==> src/hdl/mcc_pkg.sv <==
// shared constants of the 8-bit core: opcode fields, lengths, data space addresses
// assumes nothing; every core file refers to it as mcc_pkg::name
`default_nettype none

package mcc_pkg;

    // ------------------------------------------------------------
    // widths
    // ------------------------------------------------------------
    localparam int PC_W = 12;
    localparam int DW = 8;
    localparam int STACK_DEPTH = 6;
    localparam int SP_W = 3;
    localparam int CNT_W = 3;

    // ------------------------------------------------------------
    // opcode fields
    // ------------------------------------------------------------
    localparam int KIND_HI = 7;
    localparam int KIND_LO = 5;
    localparam int DIR_BIT = 4;      // relative branch: 1 = backward
    localparam int SPAN_HI = 3;      // relative branch span 0..15
    localparam int SUB_HI = 4;       // sub-operation field of alu group
    localparam int SUB_LO = 2;
    localparam int MODE_HI = 1;      // addressing mode of alu group
    localparam int BOP_HI = 4;       // bit group operation
    localparam int BOP_LO = 3;
    localparam int BIT_HI = 2;       // 3-bit bit selector
    localparam int EXT_CALL_BIT = 4; // extended group: 1 = call
    localparam int EXT_HI = 3;       // upper nibble of 12-bit target
    localparam int CTL_HI = 4;

    // instruction groups, opcode[7:5]
    localparam logic [2:0] K_BR_NZ = 3'h0;
    localparam logic [2:0] K_BR_Z = 3'h1;
    localparam logic [2:0] K_BR_NC = 3'h2;
    localparam logic [2:0] K_BR_C = 3'h3;
    localparam logic [2:0] K_BIT = 3'h4;
    localparam logic [2:0] K_EXT = 3'h5;
    localparam logic [2:0] K_ALU = 3'h6;
    localparam logic [2:0] K_CTL = 3'h7;

    // bit group operations
    localparam logic [1:0] BOP_TEST_RESET = 2'h0;
    localparam logic [1:0] BOP_TEST_SET = 2'h1;
    localparam logic [1:0] BOP_SET = 2'h2;
    localparam logic [1:0] BOP_RESET = 2'h3;

    // alu addressing modes; mode 3 is immediate for two-operand ops, accumulator otherwise
    localparam logic [1:0] MODE_IND_X = 2'h0;
    localparam logic [1:0] MODE_IND_Y = 2'h1;
    localparam logic [1:0] MODE_DIRECT = 2'h2;
    localparam logic [1:0] MODE_IMM_ACC = 2'h3;

    // control group codes, opcode[4:0]
    localparam logic [4:0] CTL_NOP = 5'h00;
    localparam logic [4:0] CTL_RET = 5'h01;
    localparam logic [4:0] CTL_IRET = 5'h02;
    localparam logic [4:0] CTL_STOP = 5'h03;
    localparam logic [4:0] CTL_WAIT = 5'h04;
    localparam logic [4:0] CTL_COM = 5'h05;
    localparam logic [4:0] CTL_RLC = 5'h06;
    localparam logic [4:0] CTL_SLA = 5'h07;

    // alu operations
    typedef enum logic [3:0]
    {
        ALU_ADD = 4'h0,
        ALU_AND = 4'h1,
        ALU_CMP = 4'h2,
        ALU_SUB = 4'h3,
        ALU_CLR = 4'h4,
        ALU_DEC = 4'h5,
        ALU_INC = 4'h6,
        ALU_NONE = 4'h7,
        ALU_COM = 4'h8,
        ALU_RLC = 4'h9,
        ALU_SLA = 4'ha
    } mcc_alu_e;

    // core run state, gray along run -> wait -> stop
    typedef enum logic [1:0]
    {
        RUN_ST = 2'b00,
        WAIT_ST = 2'b01,
        STOP_ST = 2'b11
    } mcc_run_e;

    // ------------------------------------------------------------
    // cycle counts and step indices
    // ------------------------------------------------------------
    localparam logic [CNT_W-1:0] LEN_SHORT = 3'h2;  // relative branch, control except complement/rotate/shift
    localparam logic [CNT_W-1:0] LEN_ALU = 3'h4;    // alu, set/reset, jump/call
    localparam logic [CNT_W-1:0] LEN_BTEST = 3'h5;  // bit test branch
    localparam logic [CNT_W-1:0] STEP_OPC = 3'h0;
    localparam logic [CNT_W-1:0] STEP_OPD = 3'h1;
    localparam logic [CNT_W-1:0] STEP_EXEC = 3'h2;
    localparam logic [CNT_W-1:0] STEP_WRITE = 3'h3;
    localparam logic [CNT_W-1:0] CNT_ONE = 3'h1;

    // ------------------------------------------------------------
    // addresses and reset values
    // ------------------------------------------------------------
    localparam logic [DW-1:0] ADDR_PTR_X = 8'h80;
    localparam logic [DW-1:0] ADDR_PTR_Y = 8'h81;
    localparam logic [PC_W-1:0] PC_RESET = 12'h000;
    localparam logic [PC_W-1:0] PC_ONE = 12'h001;
    localparam logic [PC_W-1:0] PC_TWO = 12'h002;
    localparam logic [PC_W-1:0] PC_THREE = 12'h003;
    localparam logic [DW-1:0] BYTE_ZERO = 8'h00;
    localparam logic [DW-1:0] BYTE_ONE = 8'h01;

endpackage

`default_nettype wire

==> src/hdl/mcc_alu.sv <==
// arithmetic and logic unit of the 8-bit core, purely combinational
// assumes the caller picks operands and decides which flags to keep
`timescale 1ns/10ps
`default_nettype none

module mcc_alu
(
    input wire mcc_pkg::mcc_alu_e op,
    input wire logic [7:0] a,
    input wire logic [7:0] b,
    input wire logic c_in,
    output logic [7:0] res,
    output logic z_out,
    output logic c_out
);

    logic [8:0] wide;

    // --------------------------------------------------------
    // operation select
    // --------------------------------------------------------
    // compare keeps a as result so that a stray write cannot corrupt anything
    always_comb
    begin
        wide = {1'b0, a};
        res = a;
        c_out = c_in;
        z_out = 1'b0;
        unique case (op)
            mcc_pkg::ALU_ADD:
            begin
                wide = {1'b0, a} + {1'b0, b};
                res = wide[7:0];
                c_out = wide[8];
            end
            mcc_pkg::ALU_AND:
            begin
                res = a & b;
                c_out = 1'b0;
            end
            mcc_pkg::ALU_CMP, mcc_pkg::ALU_SUB:
            begin
                wide = {1'b0, a} - {1'b0, b};
                res = (op == mcc_pkg::ALU_SUB) ? wide[7:0] : a;
                c_out = wide[8]; // borrow
            end
            mcc_pkg::ALU_CLR:
            begin
                res = mcc_pkg::BYTE_ZERO;
                c_out = 1'b0;
            end
            mcc_pkg::ALU_DEC: res = a - mcc_pkg::BYTE_ONE;
            mcc_pkg::ALU_INC: res = a + mcc_pkg::BYTE_ONE;
            mcc_pkg::ALU_COM:
            begin
                res = ~a;
                c_out = a[7];
            end
            mcc_pkg::ALU_RLC:
            begin
                res = {a[6:0], c_in};
                c_out = a[7];
            end
            mcc_pkg::ALU_SLA:
            begin
                res = {a[6:0], 1'b0};
                c_out = a[7];
            end
            default: res = a;
        endcase
        // compare reports zero on the difference, not on the kept result
        z_out = (op == mcc_pkg::ALU_CMP) ? (wide[7:0] == mcc_pkg::BYTE_ZERO)
                                         : (res == mcc_pkg::BYTE_ZERO);
    end

endmodule // mcc_alu

`default_nettype wire

==> src/hdl/mcc_core.sv <==
// instruction execution of the 8-bit core: alu, branches, bit ops, control, jump/call
// assumes program and data memories answer combinationally to the registered addresses
`timescale 1ns/10ps
`default_nettype none

// Contract
// (RL1) add/and/compare/subtract use accumulator plus operand
// (RL2) clear/dec/inc reach any data space address
// (RL3) complement/rotate/shift act on accumulator only
// (RL4) flag branches taken only when condition holds
// (RL5) short branch reaches fifteen back, sixteen forward
// (RL6) bit test branch reaches -126 to +129
// (RL7) set/reset any bit via 3-bit field
// (RL8) bit test copies bit into carry only
// (RL9) bit-reset branch on zero, bit-set on one
// (RL10) halt under watchdog option acts as wait
// (RL11) jump and call use 12-bit absolute target
// (RL12) alu four cycles; inc/dec touch zero only
module mcc_core
(
    input wire logic clk,
    input wire logic resetn,
    input wire logic clk_en,
    output logic [11:0] pm_addr,
    input wire logic [7:0] pm_rdata,
    output logic [7:0] dm_addr,
    output logic [7:0] dm_wdata,
    output logic dm_we,
    input wire logic [7:0] dm_rdata,
    input wire logic wdog_opt_pin,
    input wire logic wake_pin,
    output logic core_waiting,
    output logic core_stopped,
    output logic [7:0] acc_out,
    output logic zero_flag,
    output logic carry_flag
);

    // --------------------------------------------------------
    // state
    // --------------------------------------------------------
    mcc_pkg::mcc_run_e run_r;
    logic [mcc_pkg::CNT_W-1:0] cnt_r;
    logic [7:0] op_r;
    logic [7:0] b1_r;
    logic [11:0] pc_r;
    logic [11:0] pm_addr_r;
    logic [11:0] stack_r [mcc_pkg::STACK_DEPTH];
    logic [mcc_pkg::SP_W-1:0] sp_r;
    logic [7:0] dm_addr_r;
    logic [7:0] dm_wdata_r;
    logic dm_we_r;
    logic [7:0] acc_r;
    logic z_r;
    logic c_r;
    logic [2:0] sync1_r;
    logic [2:0] sync2_r;
    logic [2:0] sync3_r;
    logic wdog_r;
    logic wake_r;

    // --------------------------------------------------------
    // pin synchronisers
    // --------------------------------------------------------
    // three stages; the filtered level moves only when stages two and three agree
    always_ff @(posedge clk or negedge resetn)
    begin
        if (!resetn)
        begin
            sync1_r <= 3'h0;
            sync2_r <= 3'h0;
            sync3_r <= 3'h0;
        end
        else if (clk_en)
        begin
            sync1_r <= {1'b0, wake_pin, wdog_opt_pin};
            sync2_r <= sync1_r;
            sync3_r <= sync2_r;
        end
    end

    // filtered option and wake levels
    always_ff @(posedge clk or negedge resetn)
    begin
        if (!resetn)
        begin
            wdog_r <= 1'b0;
            wake_r <= 1'b0;
        end
        else if (clk_en)
        begin
            if (sync2_r[0] == sync3_r[0])
                wdog_r <= sync3_r[0];
            if (sync2_r[1] == sync3_r[1])
                wake_r <= sync3_r[1];
        end
    end

    // --------------------------------------------------------
    // decode
    // --------------------------------------------------------
    logic [7:0] opc;
    logic [2:0] kind;
    logic [1:0] mode;
    logic [2:0] bitsel;
    logic [4:0] ctl;
    logic is_rel;
    logic is_bit;
    logic is_btest;
    logic is_ext;
    logic is_alu;
    logic is_ctl_alu;
    logic two_opnd;
    logic mem_target;
    logic [mcc_pkg::CNT_W-1:0] len;
    logic last_step;

    // at the opcode step the byte is still on the bus, later it is held in op_r
    assign opc = (cnt_r == mcc_pkg::STEP_OPC) ? pm_rdata : op_r;
    assign kind = opc[mcc_pkg::KIND_HI:mcc_pkg::KIND_LO];
    assign mode = opc[mcc_pkg::MODE_HI:0];
    assign bitsel = opc[mcc_pkg::BIT_HI:0]; // RL7
    assign ctl = opc[mcc_pkg::CTL_HI:0];
    assign is_rel = (kind <= mcc_pkg::K_BR_C);
    assign is_bit = (kind == mcc_pkg::K_BIT);
    assign is_btest = is_bit && !opc[mcc_pkg::BOP_HI];
    assign is_ext = (kind == mcc_pkg::K_EXT);
    assign is_alu = (kind == mcc_pkg::K_ALU);
    assign is_ctl_alu = (kind == mcc_pkg::K_CTL) && (ctl >= mcc_pkg::CTL_COM)
                        && (ctl <= mcc_pkg::CTL_SLA);
    assign two_opnd = (opc[mcc_pkg::SUB_HI:mcc_pkg::SUB_LO] <= 3'h3);
    // clear/dec/inc write back to memory unless the accumulator is named
    assign mem_target = is_alu && !two_opnd && (mode != mcc_pkg::MODE_IMM_ACC); // RL2

    // instruction length in cycles
    always_comb
    begin
        if (is_btest)
            len = mcc_pkg::LEN_BTEST;
        else if (is_bit || is_ext || is_alu || is_ctl_alu)
            len = mcc_pkg::LEN_ALU; // RL12
        else
            len = mcc_pkg::LEN_SHORT;
    end
    assign last_step = (cnt_r == len - mcc_pkg::CNT_ONE);

    // --------------------------------------------------------
    // alu hookup
    // --------------------------------------------------------
    mcc_pkg::mcc_alu_e alu_op;
    logic [7:0] operand;
    logic [7:0] alu_a;
    logic [7:0] alu_res;
    logic alu_z;
    logic alu_c;

    // second operand: immediate byte or data space byte per addressing mode
    assign operand = (mode == mcc_pkg::MODE_IMM_ACC) ? b1_r : dm_rdata; // RL1
    always_comb
    begin
        alu_op = mcc_pkg::ALU_NONE;
        alu_a = acc_r; // RL1 RL3
        if (is_alu)
        begin
            alu_op = mcc_pkg::mcc_alu_e'({1'b0, opc[mcc_pkg::SUB_HI:mcc_pkg::SUB_LO]});
            if (mem_target)
                alu_a = dm_rdata;
        end
        else if (is_ctl_alu)
        begin
            // accumulator-only group, no memory path exists for it
            unique case (ctl)
                mcc_pkg::CTL_COM: alu_op = mcc_pkg::ALU_COM; // RL3
                mcc_pkg::CTL_RLC: alu_op = mcc_pkg::ALU_RLC; // RL3
                default: alu_op = mcc_pkg::ALU_SLA; // RL3
            endcase
        end
    end

    mcc_alu u_alu
    (
        .op(alu_op),
        .a(alu_a),
        .b(operand),
        .c_in(c_r),
        .res(alu_res),
        .z_out(alu_z),
        .c_out(alu_c)
    );

    // --------------------------------------------------------
    // next program counter
    // --------------------------------------------------------
    logic rel_taken;
    logic tbit;
    logic bt_taken;
    logic [11:0] span;
    logic [11:0] ee_sx;
    logic [11:0] pc_nxt;

    always_comb
    begin
        unique case (kind)
            mcc_pkg::K_BR_NZ: rel_taken = !z_r; // RL4
            mcc_pkg::K_BR_Z: rel_taken = z_r; // RL4
            mcc_pkg::K_BR_NC: rel_taken = !c_r; // RL4
            mcc_pkg::K_BR_C: rel_taken = c_r; // RL4
            default: rel_taken = 1'b0;
        endcase
    end
    assign span = {8'h00, opc[mcc_pkg::SPAN_HI:0]};
    assign ee_sx = {{4{b1_r[7]}}, b1_r};
    assign tbit = c_r; // carry holds the tested bit from the read step on
    assign bt_taken = (opc[mcc_pkg::BOP_LO] == mcc_pkg::BOP_TEST_SET[0]) ? tbit : !tbit; // RL9

    always_comb
    begin
        pc_nxt = pc_r + mcc_pkg::PC_ONE;
        if (is_rel)
        begin
            // forward spans 1..16, backward spans 0..15 from the branch itself
            if (rel_taken)
                pc_nxt = opc[mcc_pkg::DIR_BIT] ? (pc_r - span)
                                               : (pc_r + mcc_pkg::PC_ONE + span); // RL5
        end
        else if (is_btest)
            pc_nxt = bt_taken ? (pc_r + mcc_pkg::PC_TWO + ee_sx)
                              : (pc_r + mcc_pkg::PC_THREE); // RL6
        else if (is_ext)
            pc_nxt = {opc[mcc_pkg::EXT_HI:0], b1_r}; // RL11
        else if (is_bit || (is_alu && (mode == mcc_pkg::MODE_DIRECT))
                 || (is_alu && two_opnd && (mode == mcc_pkg::MODE_IMM_ACC)))
            pc_nxt = pc_r + mcc_pkg::PC_TWO;
        else if ((kind == mcc_pkg::K_CTL) && ((ctl == mcc_pkg::CTL_RET)
                 || (ctl == mcc_pkg::CTL_IRET)))
            pc_nxt = stack_r[sp_r - 3'h1];
    end

    // --------------------------------------------------------
    // sequencer: step counter, run state, fetch address, stack
    // --------------------------------------------------------
    // waiting and stopped cores hold pc on the next instruction until wake
    always_ff @(posedge clk or negedge resetn)
    begin
        if (!resetn)
        begin
            run_r <= mcc_pkg::RUN_ST;
            cnt_r <= mcc_pkg::STEP_OPC;
            op_r <= mcc_pkg::BYTE_ZERO;
            b1_r <= mcc_pkg::BYTE_ZERO;
            pc_r <= mcc_pkg::PC_RESET;
            pm_addr_r <= mcc_pkg::PC_RESET;
            sp_r <= 3'h0;
            for (int i = 0; i < mcc_pkg::STACK_DEPTH; i++)
                stack_r[i] <= mcc_pkg::PC_RESET;
        end
        else if (clk_en)
        begin
            unique case (run_r)
                mcc_pkg::RUN_ST:
                begin
                    if (cnt_r == mcc_pkg::STEP_OPC)
                    begin
                        op_r <= pm_rdata;
                        pm_addr_r <= pc_r + mcc_pkg::PC_ONE;
                    end
                    if (cnt_r == mcc_pkg::STEP_OPD)
                    begin
                        b1_r <= pm_rdata;
                        if (is_btest)
                            pm_addr_r <= pc_r + mcc_pkg::PC_TWO;
                    end
                    if (is_btest && (cnt_r == mcc_pkg::STEP_WRITE))
                        b1_r <= pm_rdata; // displacement byte
                    if (last_step)
                    begin
                        cnt_r <= mcc_pkg::STEP_OPC;
                        pc_r <= pc_nxt;
                        pm_addr_r <= pc_nxt;
                        if (is_ext && opc[mcc_pkg::EXT_CALL_BIT])
                        begin
                            stack_r[sp_r] <= pc_r + mcc_pkg::PC_TWO; // RL11
                            sp_r <= (sp_r == 3'h5) ? 3'h0 : sp_r + 3'h1;
                        end
                        if ((kind == mcc_pkg::K_CTL) && ((ctl == mcc_pkg::CTL_RET)
                            || (ctl == mcc_pkg::CTL_IRET)))
                            sp_r <= sp_r - 3'h1;
                        if ((kind == mcc_pkg::K_CTL) && (ctl == mcc_pkg::CTL_WAIT))
                            run_r <= mcc_pkg::WAIT_ST;
                        if ((kind == mcc_pkg::K_CTL) && (ctl == mcc_pkg::CTL_STOP))
                            run_r <= wdog_r ? mcc_pkg::WAIT_ST : mcc_pkg::STOP_ST; // RL10
                    end
                    else
                        cnt_r <= cnt_r + mcc_pkg::CNT_ONE;
                end
                default:
                begin
                    if (wake_r)
                        run_r <= mcc_pkg::RUN_ST;
                end
            endcase
        end
    end

    // --------------------------------------------------------
    // data space port
    // --------------------------------------------------------
    // the write strobe is a single pulse in the last step of a 4-cycle op
    always_ff @(posedge clk or negedge resetn)
    begin
        if (!resetn)
        begin
            dm_addr_r <= mcc_pkg::BYTE_ZERO;
            dm_wdata_r <= mcc_pkg::BYTE_ZERO;
            dm_we_r <= 1'b0;
        end
        else if (clk_en)
        begin
            dm_we_r <= 1'b0;
            if (run_r == mcc_pkg::RUN_ST)
            begin
                if ((cnt_r == mcc_pkg::STEP_OPC) && is_alu && (mode == mcc_pkg::MODE_IND_X))
                    dm_addr_r <= mcc_pkg::ADDR_PTR_X;
                if ((cnt_r == mcc_pkg::STEP_OPC) && is_alu && (mode == mcc_pkg::MODE_IND_Y))
                    dm_addr_r <= mcc_pkg::ADDR_PTR_Y;
                if (cnt_r == mcc_pkg::STEP_OPD)
                begin
                    // pointer contents for indirect, operand byte for direct and bit ops
                    if (is_alu && (mode <= mcc_pkg::MODE_IND_Y))
                        dm_addr_r <= dm_rdata;
                    else if (is_bit || (is_alu && (mode == mcc_pkg::MODE_DIRECT)))
                        dm_addr_r <= pm_rdata; // RL2 RL7
                end
                if (cnt_r == mcc_pkg::STEP_EXEC)
                begin
                    if (mem_target)
                    begin
                        dm_wdata_r <= alu_res; // RL2
                        dm_we_r <= 1'b1;
                    end
                    if (is_bit && opc[mcc_pkg::BOP_HI])
                    begin
                        dm_wdata_r <= dm_rdata;
                        dm_wdata_r[bitsel] <= (opc[mcc_pkg::BOP_HI:mcc_pkg::BOP_LO]
                                               == mcc_pkg::BOP_SET); // RL7
                        dm_we_r <= 1'b1;
                    end
                end
            end
        end
    end

    // --------------------------------------------------------
    // accumulator and flags
    // --------------------------------------------------------
    // clear to memory leaves flags alone; inc/dec keep carry
    always_ff @(posedge clk or negedge resetn)
    begin
        if (!resetn)
        begin
            acc_r <= mcc_pkg::BYTE_ZERO;
            z_r <= 1'b0;
            c_r <= 1'b0;
        end
        else if (clk_en && (run_r == mcc_pkg::RUN_ST) && (cnt_r == mcc_pkg::STEP_EXEC))
        begin
            if ((is_alu && !mem_target && (alu_op != mcc_pkg::ALU_CMP)
                 && (alu_op != mcc_pkg::ALU_NONE)) || is_ctl_alu)
                acc_r <= alu_res; // RL1 RL3
            if ((is_alu && (alu_op != mcc_pkg::ALU_NONE)
                 && !(mem_target && (alu_op == mcc_pkg::ALU_CLR))) || is_ctl_alu)
                z_r <= alu_z; // RL12
            if ((is_alu && two_opnd) || is_ctl_alu
                || (is_alu && (alu_op == mcc_pkg::ALU_CLR) && !mem_target))
                c_r <= alu_c; // RL12
            if (is_btest)
                c_r <= dm_rdata[bitsel]; // RL8
        end
    end

    // --------------------------------------------------------
    // outputs
    // --------------------------------------------------------
    assign pm_addr = pm_addr_r;
    assign dm_addr = dm_addr_r;
    assign dm_wdata = dm_wdata_r;
    assign dm_we = dm_we_r;
    assign acc_out = acc_r;
    assign zero_flag = z_r;
    assign carry_flag = c_r;
    assign core_waiting = (run_r == mcc_pkg::WAIT_ST);
    assign core_stopped = (run_r == mcc_pkg::STOP_ST);

endmodule // mcc_core

`default_nettype wire

==> config.mk <==
export PLATFORM = sky130hd
export DESIGN_NAME = mcc_core
export DESIGN_NICKNAME = d
export VERILOG_FILES = /design/src/hdl/mcc_pkg.sv /design/src/hdl/mcc_alu.sv /design/src/hdl/mcc_core.sv
export SDC_FILE = /design/constraint.sdc
export NUM_CORES = 1
export LEC_CHECK = 0
export BUFFER_PORTS_ARGS = -buffer_cell sky130_fd_sc_hd__buf_2
export CORE_MARGIN = 4
export CORE_UTILIZATION = 25
export DETAILED_ROUTE_END_ITERATION = 7
export GPL_ROUTABILITY_DRIVEN = 0
export PLACE_DENSITY = 0.51
export SYNTH_ARGS = -nofsm -noshare
export SYNTH_HDL_FRONTEND = slang
export SYNTH_SLANG_ARGS = --single-unit
==> constraint.sdc <==
create_clock -name clk -period 6.93 [get_ports clk]
set_clock_uncertainty 0.15 [all_clocks]
set_input_delay 0.693 -clock clk [delete_from_list [all_inputs] [get_ports clk]]
set_output_delay 0.693 -clock clk [all_outputs]
set_load 0.01 [all_outputs]
==> parameters.txt <==
Parameter                              Value

Flow run
  Number of maximum-capacitance constraint violations ... 0

Routing
  Remaining design rule violation count ... 0
  Detailed Routing Iterations Pass 1 ... 5
  Detailed Route Iter0 Violations ... between 1000 and 1500
  Ratio of routed vias to standard cells ... 5.41
  Routed wire length per instance ... around 21 um
  Antenna-violating nets left ... 0
  Wirelength, routed ... roughly 42000 um
  Overall via count from detail_route ... approximately 11000

Setup path
  Critical Path, Cell by Cell ... inv_1, ha_1, nand2b_4, mux2_1, or4_1, mux2i_1, inv_1, ha_1, o21bai_1, a21oi_1, o31ai_1, xnor2_1, nand2_1, a222oi_1, a31oi_1, nor3_1, mux2_2, o21ai_1
  Required @ worst endpoint ... between 7 and 8 ns
  Kind of start point of the critical path ... flip-flop
  Delay of the slowest cell on the worst path ... between 0.9 and 1 ns
  Endpoint of the most critical register-to-register path ... dm_wdata[5]
  Worst R2R Setup Slack ... 1.01 ns
  Endpoint type of the worst setup path ... flip-flop
  Crit path max-delay family ... simple AND/OR/NAND/NOR gates
  Combined buffer and inverter count along the critical path ... 2
  Kind of critical path ... reg2reg
  Launch point of the worst reg-to-reg path ... cnt_r[0]
  R2R depth ... 18
  Max Fanout on Critical Path ... 28
  Slowest cell on crit path ... or4_1
  Data arrival at the endpoint of the critical path ... slightly above 6 ns

Synth
  Multiplexer area fraction after synthesis ... 16.6%
  Synth Net Count ... around 1400
  Number of library cell types mapped by synthesis ... 80
  Number of enable flip-flop cells after synthesis ... 0
  Netlist area before placement ... between 0.01 and 0.015 mm2
  Share of flip-flops with an asynchronous set or reset ... 100%
  Post-synthesis share of cell area spent on and, or, nand and nor gates ... between 15 and 20%
  Commonest register cell after synthesis ... dfrtp_1
  Gate count of the mapped netlist ... between 1000 and 1500
  Sequential fraction of the synthesis area ... 32.4%
  Number of synthesis warnings ... 0
  Largest family of logic cells by synthesized area ... compound AO/OA/AOI/OAI gates
  Xor and xnor area share after synthesis ... between 5 and 6%
  Share of the synthesized area in compound gates (AO/OA/AOI/OAI) ... between 10% and 20%
  Yosys reg bits ... 155
  Adder-cell share of the synthesized area ... between 6 and 7%
  Mean cell area of the mapped netlist ... about 9 um2

Power and ir drop
  Pint ... approximately 3.2 mW
  IR Drop Worst-Case VDD ... 0.209 mV
  Static leakage power ... roughly 6 nW
  Net Sw Frac ... 51.5%
  Total net switching power ... 3.35 mW
  Part of the total power dissipated in combinational logic ... 62.9%
  Overall power after layout ... roughly 6.5 mW
  Sequential fraction of design power ... a little over a fifth
  Ratio of total power to cell area ... approximately 480 mW/mm2
  Clock network fraction of design power ... about 15%

CTS
  Setup fix buffers added after clock tree synthesis ... 0
  Clock latency on the worst-skew pair ... ~0.46 ns
  TritonCTS clock tree ... done
  H-tree depth reported by CTS ... 4
  Post-cts repair resize count ... 0
  Clock buffer depth ... 2
  Count of hold buffers inserted by post-cts repair ... 0
  Total CTS buffers ... 17
  CTS Root Cell ... clkbuf_16
  Sink count of the clock tree ... 155
  Clock transition at the register clock pins on the worst setup and hold paths after CTS ... 0.07 ns

Floorplanning
  Width of the die ... between 200 and 250 um
  Std cell rows ... between 70 and 80
  Vert. Die Dim ... roughly 230 um
  Area of the placeable core ... 0.0470 mm2
  Total die area ... between 0.05 and 0.06 mm2
  Effective utilization at floorplan ... between 20% and 30%
  # IOs ... just over 60

STA
  Worst hold slack ... 0.123 ns
  Worst Setup Slack, final ... around 1 ns
  Period utilization ... a little under nine tenths
  Final max-slew violation count ... 0
  Unrepaired setup endpoints after global routing ... false
  F_max ... between 150 and 200 MHz
  Final worst path period need ... approximately 5.9 ns
  Worst Tran Pin Value ... 1.08 ns
  Headroom to the max-slew limit ... between 20% and 30%
  Final setup violation count ... 0
  Total negative slack ... 0 ns
  Final number of hold-violating endpoints ... 0

Outcome
  Result of the run ... completed

Finish
  Area of all placed cells without fillers ... 0.0135 mm2
  Number of filler instances in the final layout ... 4944
  Combined area of the multi-input logic cells ... 0.00759 mm2
  Final core occ ... 28.8%
  Commonest non-fill, non-tap cell in the layout ... dfrtp_1
  Net total in the final layout ... 1448
  Non-filler cells in the finished layout ... 1992
  Layout cell share with drive strength beyond 1 ... about a fifth
  Antenna diode count ... 0
  Sequential Area ... ~0.0039 mm2
  Top library cells by usage in the layout, fill and taps aside ... dfrtp_1, nand2_1, nor2_1
  Synth-to-layout area growth ... 12.8%

Placement
  Setup slack after placement ... 1.08 ns
  HPWL after detailed placement ... just over 30000 um
  DP Cell Count ... slightly below 2000
  Dpl cell area ... between 0.01 and 0.015 mm2
  Buffers added on ports ... 61

GRT
  Number of antenna violations at the first check in global routing ... 0
  Global-route wire length before repair ... approximately 65000 um
  Vias in the first global route ... around 11000
  Total routing usage reported by global routing ... roughly 16%
  Total gr overflow ... 0
  Pin count of the biggest net entering global routing ... 80

Hold path
  Hold Crit Class ... in2async
[worst max path at each step]
stage	cells after the start	end	from	slack [ns]
after global placement	19	dm_wdata[6]	cnt_r[0]	1.25
after floorplan	21	dm_wdata[6]	cnt_r[0]	2.20
after global routing	21	zero_flag	cnt_r[0]	0.61
final	18	dm_wdata[5]	cnt_r[0]	1.01
after detailed placement	19	dm_wdata[6]	cnt_r[0]	1.08
after CTS	19	dm_wdata[6]	cnt_r[0]	1.05
[power by group through the flow]
stage                     sequential, mW  clock (mW)  combinational (mW)
after floorplan                     1.28           0                2.91
after detailed placement            1.43           0                4.03
after CTS                           1.42        1.01                4.05
final                               1.43       0.988                4.10
after global placement              1.43           0                4.00
after global routing                1.45        1.05                4.47
[sequential cells by signal (all words and copies together), names as in the netlist, 8 cells and up]
name / count
dm_addr: 8
pm_addr: 12
pc_r: 12
dm_wdata: 8
stack_r: 72
op_r: 8
b1_r: 8
acc_out: 8
[logic make-up after synthesis]
| family | after synthesis |
|---|---|
| and+or+nand+nor | 423 |
| AOI/OAI and AO/OA | 340 |
| muxes | 166 |
| DFF | 155 |
| buffers and inverters | 127 |
| xor gates and xnor gates | 81 |
| adders and majority gates | 59 |
[per-layer routing]
| metal | vias up | wire (um) | track usage, % |
|---|---|---|---|
| li1 | 4940 | - | - |
| met1 | 5344 | 18200 | 21.4 |
| met2 | 405 | 19600 | 26.7 |
| met3 | 96 | 2840 | 3.26 |
| met4 | 0 | 1380 | 6.05 |
| met5 | - | 0 | 0 |
[worst register-to-register path, delay by kind of cell (launching register included)]
kind                       cells  cell delay [ns]
adders and majority gates      2             0.65
AOI/OAI and AO/OA              6             1.14
and+or+nand+nor                4             1.62
xor gates and xnor gates       1             0.20
muxes                          3             1.23
buffers and inverters          2             0.39
DFF                            1             0.41
[synth_stat cells, types with 6 or more instances]
cell	number	area [um2]
nand2b_1	6	37.5
nand3_1	40	200
or3_1	7	43.8
ha_1	51	638
dfrtp_1	155	3880
a21o_1	13	97.6
mux2_2	103	1160
o22a_1	7	61.3
xnor2_1	46	403
o211ai_1	7	52.6
a211oi_1	24	180
a21oi_1	90	450
nor4_1	12	75.1
and2_1	8	50.1
o21ai_0	85	425
mux4_2	12	270
a221oi_1	15	131
nand2_1	145	544
buf_1	7	26.3
nor2_1	131	492
nor3_1	28	140
inv_1	36	135
or2_2	11	68.8
o221ai_1	6	52.6
o31ai_1	13	97.6
a31oi_1	13	81.3
buf_2	12	60.1
nor2b_1	7	43.8
and3_1	9	56.3
clkbuf_1	64	240
a22oi_1	12	90.1
mux2i_1	43	430
xor2_1	35	307
[cell type report]
| type | instances | area share [%] |
|---|---|---|
| Clock inverter | 13 | 1.16 |
| Multi-Input combinational cell | 1069 | 56.2 |
| Inverter | 39 | 1.08 |
| Tap cell | 607 | 5.63 |
| Timing Repair Buffer | 90 | 3.92 |
| Clock buffer | 19 | 3.28 |
| Sequential cell | 155 | 28.7 |
Power figures use the tool's default switching activity.
